**src/oscs_pkg.sv**
```systemverilog
// Package of constants, types and register layout for the oscillator select control
// Summary of operation
// - Decode 110/101/100 as LPFRC-div, LOW_POWER_RC_OSC, secondary
// - Decode 010 as primary oscillator without PLL
// - Decode 001 as fast RC, postscaler, PLL
// - Monitor on and lock set: ignore selection changes
// - Lock clear: switch request changes selection
// - Monitor off: lock ignored, switching always allowed
// - PLL lock forced 0 on switch, non-PLL mode
// - Bit 1 turns secondary oscillator on, or off when it is not the current source
// - Writing switch request starts switch to selection
// - Switch request reads 0 once switch done
// - Reset loads selection from configuration bits
// - Clock fail flag readable, clear-only, cleared on switch
// - Switch request auto-clears on success, redundant, fallback
package oscs_pkg;
	// Register word indexes (byte address is four times these)
	localparam logic [1:0] OSCS_IDX_CTRL = 2'h0;
	localparam logic [1:0] OSCS_IDX_STAT = 2'h1;
	localparam logic [1:0] OSCS_IDX_CLR = 2'h2;
	localparam logic [1:0] OSCS_IDX_EN = 2'h3;
	localparam logic [1:0] OSCS_IDX_UNLOCK = 2'h0;
	// Unlock keys written to the unlock word
	localparam logic [15:0] OSCS_KEY1 = 16'h0046;
	localparam logic [15:0] OSCS_KEY2 = 16'h0057;
	// Control register field positions
	localparam int OSCS_B_SWREQ = 0;
	localparam int OSCS_B_SECONDARY_OSC_ENABLE = 1;
	localparam int OSCS_B_CF = 3;
	localparam int OSCS_B_LOCK = 5;
	localparam int OSCS_B_CLOCK_LOCK = 7;
	localparam int OSCS_B_NEW_SOURCE_SELECT = 8;
	localparam int OSCS_B_CURRENT_SOURCE_SELECT = 12;
	// Event bits in status, clear and enable words
	localparam int OSCS_EV_DONE = 0;
	localparam int OSCS_EV_FAIL = 1;
	localparam int OSCS_EV_PLLLOCK = 2;
	localparam int OSCS_NEV = 3;
	// Switch settle time and its cycle count at 100 MHz
	localparam int OSCS_CLK_MHZ = 100;
	localparam int OSCS_SETTLE_NS = 100;
	localparam logic [7:0] OSCS_SETTLE_CYC = 8'((OSCS_SETTLE_NS * OSCS_CLK_MHZ + 999) / 1000);
	localparam logic [7:0] OSCS_ZERO8 = 8'h00;
	// Source selection codes
	typedef enum logic [2:0] {
		OSCS_FAST_RC_OSC = 3'h0,
		OSCS_FAST_RC_POSTSCALER_PLL = 3'h1,
		OSCS_PRIMARY_DIRECT = 3'h2,
		OSCS_PRIMARY_PLL = 3'h3,
		OSCS_SECONDARY_OSC = 3'h4,
		OSCS_LOW_POWER_RC_OSC = 3'h5,
		OSCS_LP_FAST_RC_WITH_POSTSCALER = 3'h6,
		OSCS_FAST_RC_WITH_POSTSCALER = 3'h7
	} oscs_src_type;
	// Decoded oscillator enables for the analog side
	typedef struct packed {
		logic fast_rc_en;
		logic lp_fast_rc_en;
		logic low_power_rc_en;
		logic secondary_en;
		logic primary_en;
		logic pll_en;
		logic postscaler_en;
	} oscs_dec_type;
endpackage

```
**src/oscs_decode.sv**
```systemverilog
// Source code decoder for the oscillator select control
`timescale 1ns/1ns
module oscs_decode (
	input wire oscs_pkg::oscs_src_type src,
	output oscs_pkg::oscs_dec_type dec
);
	// Purely combinational; a code maps to the oscillators it needs
	always_comb begin
		dec = '0;
		case (src)
			oscs_pkg::OSCS_LP_FAST_RC_WITH_POSTSCALER: begin
				dec.lp_fast_rc_en = 1'b1;
				dec.postscaler_en = 1'b1;
			end
			oscs_pkg::OSCS_LOW_POWER_RC_OSC: begin
				dec.low_power_rc_en = 1'b1;
			end
			oscs_pkg::OSCS_SECONDARY_OSC: begin
				dec.secondary_en = 1'b1;
			end
			oscs_pkg::OSCS_PRIMARY_PLL: begin
				dec.primary_en = 1'b1;
				dec.pll_en = 1'b1;
			end
			oscs_pkg::OSCS_PRIMARY_DIRECT: begin
				dec.primary_en = 1'b1;
			end
			oscs_pkg::OSCS_FAST_RC_POSTSCALER_PLL: begin
				dec.fast_rc_en = 1'b1;
				dec.postscaler_en = 1'b1;
				dec.pll_en = 1'b1;
			end
			oscs_pkg::OSCS_FAST_RC_WITH_POSTSCALER: begin
				dec.fast_rc_en = 1'b1;
				dec.postscaler_en = 1'b1;
			end
			default: begin
				dec.fast_rc_en = 1'b1;
			end
		endcase
	end
endmodule

```
**src/oscs_ctrl.sv**
```systemverilog
// Oscillator select control: registers, switch sequencing and status
`timescale 1ns/1ns
module oscs_ctrl (
	input wire logic core_clk,
	input wire logic rst,
	// Avalon-MM slave
	input wire logic [3:0] avs_address,
	input wire logic avs_read,
	input wire logic avs_write,
	input wire logic [31:0] avs_writedata,
	output logic [31:0] avs_readdata,
	output logic avs_waitrequest,
	// Configuration and oscillator status inputs
	input wire logic [2:0] reset_source_config,
	input wire logic fail_safe_monitor_cfg,
	input wire logic pll_locked,
	input wire logic clock_fail_detect,
	// Oscillator controls
	output oscs_pkg::oscs_dec_type osc_dec,
	output logic [2:0] current_source_select,
	output logic secondary_osc_enable,
	output logic irq
);
	// Switch sequencer states
	typedef enum logic [1:0] {
		OSCS_ST_CFG,
		OSCS_ST_IDLE,
		OSCS_ST_SETTLE
	} oscs_st_type;

	// All state of the block
	typedef struct packed {
		oscs_st_type st;
		logic [2:0] new_src;
		logic [2:0] cur_src;
		logic clock_lock;
		logic secondary_osc_en;
		logic cf;
		logic swreq;
		logic [7:0] cnt;
		logic [1:0] unlock;
		logic [oscs_pkg::OSCS_NEV-1:0] ev_stat;
		logic [oscs_pkg::OSCS_NEV-1:0] ev_en;
		logic lock_q;
		logic ack;
		logic [31:0] rdata;
	} oscs_state_type;

	oscs_state_type s_r; // Registered state
	oscs_state_type s_nxt; // Next state
	oscs_pkg::oscs_dec_type cur_dec; // Decode of active source
	logic lock_bit; // Live PLL lock status
	logic sel_ok; // Selection may change
	logic [15:0] ctrl_word; // Control register image
	logic wr_ctrl; // Accepted control write
	logic [oscs_pkg::OSCS_NEV-1:0] ev_set; // Event pulses
	logic cf_rise; // Failure flag newly set
	logic lo_page; // Words 0 to 3: the mapped registers
	logic key_page; // Words 4 to 7: unlock key word lives here

	// Upper address bits must be decoded, else words 4 to 15 alias the registers
	assign lo_page = (avs_address[3:2] == 2'h0);
	assign key_page = (avs_address[3:2] == 2'h1);

	// Decoder of the active source drives the oscillator enables
	oscs_decode u_dec (
		.src(oscs_pkg::oscs_src_type'(s_r.cur_src)),
		.dec(cur_dec)
	);

	// PLL lock reads zero in non-PLL modes and while switching
	assign lock_bit = pll_locked && cur_dec.pll_en && (s_r.st == OSCS_ST_IDLE);
	// Lock only counts when the monitor is configured on
	assign sel_ok = !(fail_safe_monitor_cfg && s_r.clock_lock);
	assign wr_ctrl = avs_write && !s_r.ack && (avs_address[1:0] == oscs_pkg::OSCS_IDX_CTRL)
		&& lo_page && (s_r.unlock == 2'h2);
	assign cf_rise = clock_fail_detect && !s_r.cf;

	// Control word; unimplemented bits stay zero
	always_comb begin
		ctrl_word = 16'h0000;
		ctrl_word[oscs_pkg::OSCS_B_CURRENT_SOURCE_SELECT +: 3] = s_r.cur_src;
		ctrl_word[oscs_pkg::OSCS_B_NEW_SOURCE_SELECT +: 3] = s_r.new_src;
		ctrl_word[oscs_pkg::OSCS_B_CLOCK_LOCK] = s_r.clock_lock;
		ctrl_word[oscs_pkg::OSCS_B_LOCK] = lock_bit;
		ctrl_word[oscs_pkg::OSCS_B_CF] = s_r.cf;
		ctrl_word[oscs_pkg::OSCS_B_SECONDARY_OSC_ENABLE] = s_r.secondary_osc_en;
		ctrl_word[oscs_pkg::OSCS_B_SWREQ] = s_r.swreq;
	end

	// Next state: bus, unlock, switch sequencing, events
	always_comb begin
		s_nxt = s_r;
		ev_set = '0;
		s_nxt.ack = 1'b0;
		s_nxt.lock_q = lock_bit;
		if (lock_bit && !s_r.lock_q) begin
			ev_set[oscs_pkg::OSCS_EV_PLLLOCK] = 1'b1;
		end
		// Hardware sets the failure flag; set beats a clear
		if (cf_rise) begin
			ev_set[oscs_pkg::OSCS_EV_FAIL] = 1'b1;
		end
		// One wait cycle per access; answer on the second edge
		if ((avs_read || avs_write) && !s_r.ack) begin
			s_nxt.ack = 1'b1;
			s_nxt.rdata = 32'h0000_0000;
			case (avs_address[1:0])
				oscs_pkg::OSCS_IDX_CTRL: s_nxt.rdata[15:0] = lo_page ? ctrl_word : 16'h0000;
				oscs_pkg::OSCS_IDX_STAT: s_nxt.rdata[oscs_pkg::OSCS_NEV-1:0] = lo_page ? s_r.ev_stat : '0;
				oscs_pkg::OSCS_IDX_EN: s_nxt.rdata[oscs_pkg::OSCS_NEV-1:0] = lo_page ? s_r.ev_en : '0;
				default: s_nxt.rdata = 32'h0000_0000;
			endcase
		end
		// Unlock sequence lives at word 4; any other write rearms it
		if (avs_write && !s_r.ack) begin
			if (key_page && avs_address[1:0] == oscs_pkg::OSCS_IDX_UNLOCK) begin
				if (avs_writedata[15:0] == oscs_pkg::OSCS_KEY1) begin
					s_nxt.unlock = 2'h1;
				end else if (avs_writedata[15:0] == oscs_pkg::OSCS_KEY2 && s_r.unlock == 2'h1) begin
					s_nxt.unlock = 2'h2;
				end else begin
					s_nxt.unlock = 2'h0;
				end
			end else begin
				s_nxt.unlock = 2'h0;
			end
			if (lo_page && avs_address[1:0] == oscs_pkg::OSCS_IDX_EN) begin
				s_nxt.ev_en = avs_writedata[oscs_pkg::OSCS_NEV-1:0];
			end
			if (lo_page && avs_address[1:0] == oscs_pkg::OSCS_IDX_CLR) begin
				s_nxt.ev_stat = s_r.ev_stat & ~avs_writedata[oscs_pkg::OSCS_NEV-1:0];
			end
		end
		// Control write after a good unlock
		if (wr_ctrl) begin
			s_nxt.secondary_osc_en = avs_writedata[oscs_pkg::OSCS_B_SECONDARY_OSC_ENABLE];
			if (!avs_writedata[oscs_pkg::OSCS_B_CF]) begin
				s_nxt.cf = 1'b0;
			end
			if (avs_writedata[oscs_pkg::OSCS_B_CLOCK_LOCK]) begin
				s_nxt.clock_lock = 1'b1;
			end
			if (sel_ok) begin
				s_nxt.new_src = avs_writedata[oscs_pkg::OSCS_B_NEW_SOURCE_SELECT +: 3];
				if (avs_writedata[oscs_pkg::OSCS_B_SWREQ] && s_r.st == OSCS_ST_IDLE) begin
					s_nxt.swreq = 1'b1;
				end
			end
		end
		if (cf_rise) begin
			s_nxt.cf = 1'b1;
		end
		// Switch sequencer
		case (s_r.st)
			OSCS_ST_CFG: begin
				s_nxt.new_src = reset_source_config;
				s_nxt.cur_src = reset_source_config;
				s_nxt.st = OSCS_ST_IDLE;
			end
			OSCS_ST_IDLE: begin
				if (s_r.swreq) begin
					s_nxt.cnt = oscs_pkg::OSCS_SETTLE_CYC;
					s_nxt.st = OSCS_ST_SETTLE;
				end
			end
			OSCS_ST_SETTLE: begin
				if (s_r.cnt != oscs_pkg::OSCS_ZERO8) begin
					s_nxt.cnt = s_r.cnt - 8'h01;
				end else begin
					// Completion, redundant or fallback alike
					s_nxt.cur_src = s_r.new_src;
					s_nxt.swreq = 1'b0;
					if (!cf_rise) begin
						s_nxt.cf = 1'b0;
					end
					ev_set[oscs_pkg::OSCS_EV_DONE] = 1'b1;
					s_nxt.st = OSCS_ST_IDLE;
				end
			end
			default: s_nxt.st = OSCS_ST_CFG;
		endcase
		// Fail-safe fallback to the fast RC oscillator
		if (cf_rise && fail_safe_monitor_cfg && s_r.st != OSCS_ST_CFG) begin
			s_nxt.new_src = oscs_pkg::OSCS_FAST_RC_OSC;
			s_nxt.swreq = 1'b1;
			if (s_r.st == OSCS_ST_IDLE) begin
				s_nxt.cnt = oscs_pkg::OSCS_SETTLE_CYC;
				s_nxt.st = OSCS_ST_SETTLE;
			end
		end
		// Events win over software clears
		s_nxt.ev_stat = s_nxt.ev_stat | ev_set;
	end

	// State register
	always_ff @(posedge core_clk or posedge rst) begin
		if (rst) begin
			s_r <= '0;
		end else begin
			s_r <= s_nxt;
		end
	end

	assign avs_waitrequest = (avs_read || avs_write) && !s_r.ack;
	assign avs_readdata = s_r.rdata;
	assign osc_dec = cur_dec;
	assign current_source_select = s_r.cur_src;
	assign secondary_osc_enable = s_r.secondary_osc_en || cur_dec.secondary_en;
	assign irq = |(s_r.ev_stat & s_r.ev_en);

	// Lock bit never shows outside idle
	a_lock_in_switch: assert property (@(posedge core_clk) disable iff (rst)
		(s_r.st == OSCS_ST_SETTLE) |-> !ctrl_word[oscs_pkg::OSCS_B_LOCK]) else $error("lock high during switch");
	a_lock_nonpll: assert property (@(posedge core_clk) disable iff (rst)
		!cur_dec.pll_en |-> !ctrl_word[oscs_pkg::OSCS_B_LOCK]) else $error("lock high in non-PLL mode");
	a_locked_sel: assert property (@(posedge core_clk) disable iff (rst)
		(fail_safe_monitor_cfg && s_r.clock_lock && wr_ctrl) |=> $stable(s_r.new_src)) else $error("locked selection changed");
	a_switch_clears: assert property (@(posedge core_clk) disable iff (rst)
		(s_r.st == OSCS_ST_IDLE && s_r.swreq && !cf_rise) |-> ##[1:300] !s_r.swreq) else $error("switch never done");
	a_cur_copy: assert property (@(posedge core_clk) disable iff (rst)
		$fell(s_r.swreq) |-> s_r.cur_src == $past(s_r.new_src)) else $error("current source not copied");
	a_start_switch: assert property (@(posedge core_clk) disable iff (rst)
		(wr_ctrl && sel_ok && avs_writedata[oscs_pkg::OSCS_B_SWREQ] && s_r.st == OSCS_ST_IDLE) |=> s_r.swreq)
		else $error("switch not started");
	a_secondary_osc_follow: assert property (@(posedge core_clk) disable iff (rst)
		wr_ctrl |=> s_r.secondary_osc_en == $past(avs_writedata[oscs_pkg::OSCS_B_SECONDARY_OSC_ENABLE])) else $error("secondary_osc enable wrong");
	a_cf_cleared: assert property (@(posedge core_clk) disable iff (rst)
		($fell(s_r.swreq) && !$past(cf_rise)) |-> !s_r.cf) else $error("fail flag not cleared");
	a_reset_cfg: assert property (@(posedge core_clk) disable iff (rst)
		(s_r.st == OSCS_ST_CFG) |=> s_r.new_src == $past(reset_source_config)) else $error("config not loaded");
	a_unimpl_zero: assert property (@(posedge core_clk) disable iff (rst)
		(ctrl_word[15] | ctrl_word[11] | ctrl_word[6] | ctrl_word[4] | ctrl_word[2]) == 1'b0) else $error("unimplemented bit set");
endmodule

```
**config.mk**
```make
export PLATFORM = sky130hd
export DESIGN_NAME = oscs_ctrl
export DESIGN_NICKNAME = d
export VERILOG_FILES = /design/src/oscs_pkg.sv /design/src/oscs_decode.sv /design/src/oscs_ctrl.sv
export SDC_FILE = /design/constraint.sdc
export NUM_CORES = 1
export LEC_CHECK = 0
export ABC_AREA = 1
export BUFFER_PORTS_ARGS = -buffer_cell sky130_fd_sc_hd__clkbuf_2
export CAP_MARGIN = 15
export CORE_MARGIN = 8
export CORE_UTILIZATION = 50
export CTS_CLUSTER_DIAMETER = 60
export CTS_CLUSTER_SIZE = 16
export DETAILED_ROUTE_END_ITERATION = 6
export GPL_ROUTABILITY_DRIVEN = 1
export PLACE_DENSITY = 0.8
export SLEW_MARGIN = 20
export SYNTH_ARGS = -nofsm -noshare
export SYNTH_HDL_FRONTEND = slang
export SYNTH_HIERARCHICAL = 1
export SYNTH_SLANG_ARGS = --single-unit
```
**constraint.sdc**
```tcl
create_clock -name core_clk -period 1.6 [get_ports core_clk]
set_input_delay 0.32 -clock core_clk [delete_from_list [all_inputs] [get_ports core_clk]]
set_output_delay 0.32 -clock core_clk [all_outputs]
set_load 0.01 [all_outputs]
```
==> results of run 1 <==
[kinds of logic after synthesis]
group / share of synthesized area
AOI/OAI and AO/OA: 0.0831
xor gates and xnor gates: 0.00332
adders and majority gates: 0.0237
buffers and inverters: 0.177
DFF: 0.399
muxes: 0.0119
other: 0.00142
and+or+nand+nor: 0.301
[cell type report]
class | count | area, sq um
Clock buffer | 6 | 82.6
Sequential cell | 42 | 1050
Fill cell | 488 | 2070
Multi-Input combinational cell | 246 | 1220
Tap cell | 70 | 87.6
Inverter | 46 | 173
Timing Repair Buffer | 71 | 408
Clock inverter | 2 | 12.5
[registers in the layout, indices dropped and copies added (netlist names)]
name,count
s_r,20
current_source_select,3
ctrl_word,7
avs_readdata,12
[cells in the final DEF, fill, tap and decap left out, types with 8 or more instances in the layout]
cell type and count:
dfrtp_1 41, conb_1 20, o21ai_0 24, buf_4 16, nor2_1 21, inv_1 39, nand2_1 89, nand3_1 35
clkbuf_2 53, a21oi_1 8
[how the worst max path moves through the flow]
stage | cells after the start | startpoint | slack [ns] | to
final | 5 | current_source_select[1] | 0.07 | secondary_osc_enable
after global routing | 5 | current_source_select[1] | -0.02 | secondary_osc_enable
after CTS | 4 | s_r[32] | 0.005 | avs_waitrequest
after detailed placement | 7 | s_r[60] | 0.09 | s_r[42]
after global placement | 8 | s_r[60] | 0.14 | s_r[48]
after floorplan | 7 | s_r[60] | 0.20 | s_r[42]
[where the power goes]
group          leakage (nW)  internal, mW  total (mW)  switching [mW]
Clock                0.0472         0.347       0.726           0.379
Sequential            0.536          1.35        1.58           0.236
Combinational          1.10          1.03        2.58            1.54
[critical path: stages (launching register included)]
cell     delay (ns)
dfrtp_1        0.38
inv_1          0.08
nand2_2        0.06
nor2_2         0.15
or2_4          0.15
buf_6          0.09
[per-layer routing]
metal / GRT usage / vias to the layer above
met5: 0 / -
met4: 0.0492 / 0
met3: 0.0362 / 10
met2: 0.272 / 52
met1: 0.188 / 1076
li1: - / 1182
[timing repair]
| action | CTS | global route |
|---|---|---|
| resized for setup | 4 | 9 |
| setup buffers | 0 | 5 |
| pin swaps | 0 | 3 |
| setup endpoints to repair | 2 | 14 |
[metrics by stage]
stage / hold slack [ns] / util / instance area (sq um)
after detailed placement: 0.437 / 0.561 / 2860
after CTS: 0.134 / 0.581 / 2970
after floorplan: 0.411 / - / 2710
after global routing: 0.177 / 0.594 / 3030
after global placement: 0.426 / 0.561 / 2860
final: 0.119 / 0.594 / 3030
==> run_results.csv, run 1 <==
group,metric,value,unit
status,status,"completed",
logic_synthesis,synth_top_cells_by_count,"nand2_1 (91), dfrtp_1 (42), inv_1 (40)",
global_routing,grt_pass1_vias,2199,
logic_synthesis,synth_area_per_cell,7.41,sq um
logic_synthesis,yosys-top-cells-area,"dfrtp_1 (40%), nand2_1 (13%), buf_4 (10%)",
finish,nNetsFinal,463,
route,dr.pass1.iters,4,
route,ant_nets,0,
floorplan,start_util,0.516,
timing,drv_slew,0,
placed_design,placement.io_buffers,54,
route,viasPerCell,4.80,
route,top_layer,"met4",
power,total_power,4.89,mW
global_routing,grt_antenna_before_repair,0,
route,wl_met3,355,um
logic_synthesis,synth_edf_count,0,
floorplan,die_y,88.6,um
route,drt-total-wl,6060,um
power,peakVddDrop,0.000709,V
timing,max_freq,0.654,GHz
floorplan,core,5110,sq um
floorplan,die_x,88.6,um
route,drt_iter0_drc,132,
clocking,clk_path_buf_depth,2,
global_routing,grt_overflow,0,
clocking,cts_tree,"done",
critical_path,reg2regPathDepth,9,
logic_synthesis,synthArstFlopShare,1.00,
clocking,numCtsBuffers,5,
floorplan,row_count,26,
route,wl_per_cell,12.6,um
logic_synthesis,syn_inst,356,
critical_path,critPathKind,"reg2out",
critical_path,worstPathRequired,1.28,ns
critical_path,r2r_slack,0.11,ns
clocking,cts_sinks,42,
logic_synthesis,synth_area,2640,sq um
timing,skew,0.00826,ns
logic_synthesis,synth.largest_area_cell,"dfrtp_1",
critical_path,cp_max_fo,2,
finish,areaGrowthSynthToFinish,15.0,%
finish,diodes,0,
clocking,h-tree-depth,2,
critical_path,cp-start-kind,"register",
run,drv_cap,0,
timing,timing_worst_slew_pin_value,0.523,ns
route,met1_length,2560,um
logic_synthesis,synth_warnings,6,
global_routing,grt_pass1_wl,9650,um
critical_path,worstReg2RegStart,"s_r[43]",
clocking,cts-root-buf,"clkbuf_8",
route,drc,0,
timing,setup-tns-final,0,ns
floorplan,dieArea,7850,sq um
placed_design,dpl_worst_slack,0.0853,ns
power,leakagePower,1.68,nW
logic_synthesis,yosys.cell_types.count,32,
min_path,hp-class,"in2async",
timing,fin_crit_sh,0.955,
timing,setup_ws,0.0713,ns
route,via_count,2320,
floorplan,boundaryPins,91,
clocking,clkLatencyLatePin,0.30,ns
logic_synthesis,synth.most_common_cell,"nand2_1",
placed_design,gp_congestion,0.878,
placed_design,dp_hpwl,4860,um
finish,fin_cells,483,
route,wl_met2,3070,um
logic_synthesis,synth-seq-cells,42,
timing,hold_viol,0,
logic_synthesis,synthDominantCellAreaShare,0.399,
critical_path,end_kind,"primary output",
timing,setup_viol,0,
timing,relSlewSlack,0.651,
critical_path,r2r_end,"current_source_select[2]",
critical_path,arrival,1.21,ns
clocking,cts.clk_slew.worst_paths,0.08,ns
power,power.density,1610,nW/um^2
global_routing,grt_use_total,0.157,
clocking,ctsHoldBuffers,0,
global_routing,grt_max_degree,43,
finish,drive_gt1_frac,0.271,
placed_design,dp_cells,470,
logic_synthesis,ys_seq_area_frac,0.399,
logic_synthesis,synth_ff_type,"dfrtp_1",
timing,fin_crit,1.53,ns
Note: power is estimated with default switching activity, not from simulation.
==> inputs of run 2 (changes only) <==
ABC_AREA = not set   (was 1)
SLEW_MARGIN = not set   (was 20)
==> run_results.csv, run 2 <==
group,metric,value,unit
timing,fin_crit_sh,1.02,
logic_synthesis,synth.largest_area_cell,"dfrtp_1",
clocking,clkLatencyLatePin,0.30,ns
logic_synthesis,synthAdderAreaFrac,0.0249,
finish,nNetsFinal,383,
global_routing,grt_overflow,0,
logic_synthesis,yosys-top-cells-area,"dfrtp_1 (42%), buf_4 (11%), a22o_1 (4.2%)",
logic_synthesis,muxShareOfSynthArea,0.0462,
timing,setup-tns-final,-0.0259,ns
min_path,hp-class,"in2async",
critical_path,worstReg2RegStart,"s_r[61]",
clocking,cts_sinks,42,
floorplan,start_util,0.506,
floorplan,boundaryPins,91,
power,clkPwrFrac,0.135,
timing,timing_worst_slew_pin_value,0.543,ns
timing,skew,0.00611,ns
power,internal_power,2.93,mW
power,switching_share,0.401,
critical_path,setup.worst_path.start,"s_r[39]",
critical_path,end_kind,"primary output",
global_routing,grt_antenna_before_repair,0,
logic_synthesis,ys_seq_area_frac,0.418,
power,p_seq_frac,0.326,
power,leakagePower,1.57,nW
clocking,cts.clk_slew.worst_paths,0.08,ns
finish,areaGrowthSynthToFinish,26.9,%
route,viasPerCell,5.45,
critical_path,arrival,1.31,ns
clocking,ctsHoldBuffers,0,
route,dr.pass1.iters,5,
global_routing,grt_pass1_vias,2230,
timing,setup_viol,1,
floorplan,die_x,86.9,um
finish,final_cell_mix,"clkbuf_2 (52), dfrtp_1 (39), buf_4 (36)",
logic_synthesis,synth_compound_area_frac,0.162,
finish,final_common_cell,"clkbuf_2",
timing,hold_viol,0,
floorplan,dieArea,7560,sq um
logic_synthesis,synthArstFlopShare,1.00,
run,drv_cap,0,
clocking,cts-root-buf,"clkbuf_8",
placed_design,gp_congestion,0.921,
logic_synthesis,synth_ff_type,"dfrtp_1",
logic_synthesis,synthSimpleGateAreaFrac,0.211,
route,drc,0,
finish,drive_gt1_frac,0.431,
critical_path,cp-start-kind,"register",
power,power.density,1530,nW/um^2
clocking,cts_tree,"done",
route,via_count,2190,
global_routing,grt_use_total,0.177,
logic_synthesis,synth_area,2520,sq um
logic_synthesis,synth_edf_count,0,
critical_path,critPathKind,"reg2out",
logic_synthesis,synth_area_per_cell,9.87,sq um
logic_synthesis,synth_top_cells_by_count,"dfrtp_1 (42), buf_4 (37), nand2_1 (17)",
timing,setup_ws,-0.0259,ns
power,total_power,4.90,mW
power,power_frac_comb,0.539,
finish,num-fill-cells,394,
timing,drv_slew,0,
global_routing,grt_max_degree,43,
logic_synthesis,synth_top_family_by_area,"simple AND/OR/NAND/NOR gates",
timing,rsz0062_at_grt,"true",
logic_synthesis,synthDominantCellAreaShare,0.418,
finish,diodes,0,
floorplan,core,4980,sq um
finish,largest_reg_flops,20,
critical_path,worstPathRequired,1.28,ns
route,drt-total-wl,6770,um
timing,relSlewSlack,0.638,
status,violations,"negative setup slack",
critical_path,cp_max_fo,2,
logic_synthesis,synth-seq-cells,42,
route,ant_nets,0,
placed_design,placement.io_buffers,54,
floorplan,row_count,26,
global_routing,grt_pass1_wl,10600,um
placed_design,dp_hpwl,4900,um
logic_synthesis,syn_inst,255,
clocking,h-tree-depth,2,
power,peakVddDrop,0.000680,V
timing,fin_crit,1.63,ns
placed_design,dp_cells,384,
clocking,clk_path_buf_depth,2,
timing,max_freq,0.615,GHz
finish,regMostFlops,"s_r",
logic_synthesis,synth.most_common_cell,"dfrtp_1",
power,p_sw,1.96,mW
logic_synthesis,synth_warnings,6,
route,drt_iter0_drc,153,
logic_synthesis,synth_xor_area_frac,0,
route,wl_per_cell,16.8,um
floorplan,die_y,86.9,um
clocking,numCtsBuffers,5,
status,status,"complete, but fails checks",
logic_synthesis,yosys.cell_types.count,53,
finish,fin_cells,402,
run 2: cell types whose count changed in the layout (fill, tap and decap cells not counted), sizes merged, moves of 16 or more:
| cell | delta |
|---|---|
| buf | +23 |
| inv | -36 |
| nor2 | -16 |
| nand2 | -81 |
| nand3 | -26 |
run 2: area by class of cell:
type,count,area [sq um],area share
sequential,42,1050,0.330
tap,70,87.6,0.0274
clock buffer,5,68.8,0.0216
multi-input combinational,179,1350,0.421
clock inverter,2,10.0,0.00314
inverter,11,45.0,0.0141
timing repair buffer,93,581,0.182
run 2: layer usage:
| metal | vias to the layer above | part of all wire | GRT usage |
|---|---|---|---|
| met3 | 17 | 0.065 | 0.0491 |
| met4 | 0 | 0.026 | 0.0876 |
| met5 | - | 0 | 0 |
| met2 | 75 | 0.54 | 0.322 |
| met1 | 1083 | 0.36 | 0.181 |
| li1 | 1015 | - | - |
run 2: worst max-delay path, cell delays in order, from the launching register on:
cell	delay (ns)
dfrtp_1	0.41
a222oi_1	0.39
inv_1	0.07
buf_2	0.14
run 2: cells by family after synthesis:
group           count (synthesis)
simple gates                   85
compound gates                 58
buf+inv                        53
flops                          42
mux                            11
fa+ha+maj                       5
other cells                     1
run 2: final timing paths:
path                       slack, ns                  endpoint  cells past startpoint
max in group asynchronous       1.07  current_source_select[2]                      3
min reg2reg                     0.48                   s_r[41]                      1
min in group core_clk           0.22                   s_r[40]                      2
max reg2reg                     0.03                   s_r[44]                      6
max                            -0.03                       irq                      3
min                             0.12                   s_r[60]                      3
run 2: repair_timing:
action | in CTS | in global routing
setup buffers | 6 | 5
hold endpoints to repair | 0 | 0
gates cloned | 0 | 0
pin swaps | 2 | 5
gates resized for setup | 14 | 26
endpoints found under the setup margin | 19 | 18
run 2: stage by stage:
step           utilization  setup WS (ns)  hold WS [ns]  cell area [sq um]
2_1_floorplan            -        0.00867         0.416               2610
3_3_place_gp         0.576         -0.134         0.465               2870
3_5_place_dp         0.576         -0.180         0.466               2870
4_1_cts              0.611        -0.0115         0.150               3040
5_1_grt              0.641         -0.145         0.182               3190
6_report             0.641        -0.0259         0.122               3190
run 2: power by group through the flow:
stage,Clock (mW),Combinational (mW),Sequential [mW]
finish,0.660,2.64,1.60
global placement,0,1.96,1.58
detailed placement,0,2.03,1.60
CTS,0.670,2.23,1.57
floorplan,0,1.31,1.55
global route,0.720,2.87,1.63
==> inputs of run 3 (changes only) <==
==> constraint.sdc (replaced) <==
create_clock -name core_clk -period 1.6 [get_ports core_clk]
set_input_delay 0.08 -clock core_clk [delete_from_list [all_inputs] [get_ports core_clk]]
set_output_delay 0.08 -clock core_clk [all_outputs]
set_load 0.01 [all_outputs]
==> run_results.csv, run 3 (synthesis gave the netlist of run 2 again) <==
group,metric,value,unit
finish,nNetsFinal,373,
floorplan,boundaryPins,91,
global_routing,grt_pass1_vias,2078,
placed_design,dp_hpwl,4850,um
global_routing,grt_use_total,0.167,
timing,hold_viol,0,
status,status,"completed",
critical_path,worstPathRequired,1.76,ns
route,drt-total-wl,6300,um
finish,areaGrowthSynthToFinish,23.4,%
clocking,cts.clk_slew.worst_paths,0.08,ns
finish,largest_reg_flops,20,
timing,fin_crit_sh,0.982,
critical_path,critPathKind,"reg2reg",
global_routing,grt_pass1_wl,9900,um
placed_design,placement.io_buffers,54,
clocking,h-tree-depth,2,
placed_design,dp_cells,378,
finish,regMostFlops,"s_r",
floorplan,die_y,86.9,um
clocking,clk_path_buf_depth,2,
route,viasPerCell,5.27,
timing,skew,0.00798,ns
route,ant_nets,0,
critical_path,cp_max_fo,5,
clocking,cts_sinks,42,
timing,setup-tns-final,0,ns
finish,drive_gt1_frac,0.387,
clocking,cts-root-buf,"clkbuf_8",
min_path,hp-class,"in2reg",
floorplan,row_count,26,
timing,setup_viol,0,
finish,diodes,0,
placed_design,gp_congestion,0.924,
critical_path,end_kind,"register",
floorplan,die_x,86.9,um
finish,num-fill-cells,407,
route,drc,0,
finish,final_common_cell,"clkbuf_2",
power,peakVddDrop,0.000798,V
route,dr.pass1.iters,4,
timing,fin_crit,1.57,ns
clocking,cts_tree,"done",
global_routing,grt_overflow,0,
route,drt_iter0_drc,91,
timing,drv_slew,0,
clocking,clkLatencyLatePin,0.30,ns
critical_path,arrival,1.73,ns
timing,rsz0062_at_grt,"true",
clocking,numCtsBuffers,5,
run,drv_cap,0,
floorplan,start_util,0.506,
floorplan,dieArea,7560,sq um
power,power.density,1520,nW/um^2
power,leakagePower,1.51,nW
finish,fin_cells,393,
floorplan,core,4980,sq um
global_routing,grt_antenna_before_repair,0,
critical_path,cp-start-kind,"register",
finish,final_cell_mix,"clkbuf_2 (54), dfrtp_1 (42), buf_4 (26)",
route,via_count,2073,
timing,relSlewSlack,0.648,
global_routing,grt_max_degree,43,
timing,max_freq,0.636,GHz
route,wl_per_cell,16.0,um
timing,timing_worst_slew_pin_value,0.527,ns
## run 3: changes by cell type in the layout (fill, tap and decap cells not counted), sizes merged
cell	change
bufinv	+1
inv	+1
clkbuf	+3
clkinv	-2
dlygate4sd3	+2
buf	-14
## run 3: cell type report
type / count / area (sq um) / area share
inverters: 11 / 41.3 / 0.0133
clock inverters: 2 / 37.5 / 0.0121
repair buffers: 83 / 497 / 0.160
clock buffers: 6 / 72.6 / 0.0234
flip-flops and latches: 42 / 1050 / 0.338
multi-input cells: 179 / 1320 / 0.425
well taps: 70 / 87.6 / 0.0282
## run 3: worst paths after layout
check / start / endpoint / slack, ns / depth (start not counted)
setup / recovery: s_r[43] / s_r[45] / 0.03 / 7
setup reg to reg: s_r[43] / s_r[45] / 0.03 / 7
hold / removal: reset_source_config[1] / ctrl_word[9] / 0.03 / 3
min in group asynchronous: rst / s_r[46] / 0.42 / 4
hold reg to reg: s_r[41] / s_r[41] / 0.49 / 1
max in group asynchronous: rst / s_r[49] / 0.80 / 4
## run 3: report_power, final
part	internal [mW]	switching, mW
clock network	0.466	0.372
logic	1.10	1.17
registers	1.31	0.301
## run 3: stage by stage
| stage | worst slack, ns | utilization | hold WS, ns | cell area, sq um | total power [mW] |
|---|---|---|---|---|---|
| after detailed placement | -0.111 | 0.567 | 0.222 | 2820 | 3.54 |
| after global routing | -0.0472 | 0.624 | 0.0492 | 3110 | 5.05 |
| after floorplan | 0.00867 | - | 0.176 | 2610 | 2.85 |
| after global placement | -0.0476 | 0.567 | 0.219 | 2820 | 3.47 |
| final | 0.0288 | 0.624 | 0.0282 | 3110 | 4.73 |
| after CTS | 0.0109 | 0.600 | 0.0212 | 2980 | 4.42 |
## run 3: what timing repair did
| item | in CTS | in global routing |
|---|---|---|
| setup buffers | 1 | 4 |
| hold buffers | 2 | 0 |
| gates resized for setup | 8 | 20 |
| endpoints found under the setup margin | 14 | 14 |
| pin swaps | 1 | 10 |
| endpoints found under the hold margin | 43 | 0 |
## run 3: layer usage
| metal | global-route usage | wire length (um) |
|---|---|---|
| met3 | 0.0434 | 314 |
| met4 | 0.0736 | 126 |
| met1 | 0.181 | 2460 |
| met5 | 0 | 0 |
| met2 | 0.297 | 3400 |
## run 3: critical path: stages, from the launching register on
cell and delay [ns]:
dfrtp_1 0.39, inv_1 0.06, ha_2 0.17, nor3b_4 0.23
a21oi_1 0.09, buf_4 0.17, a211oi_2 0.22, o21ai_1 0.11
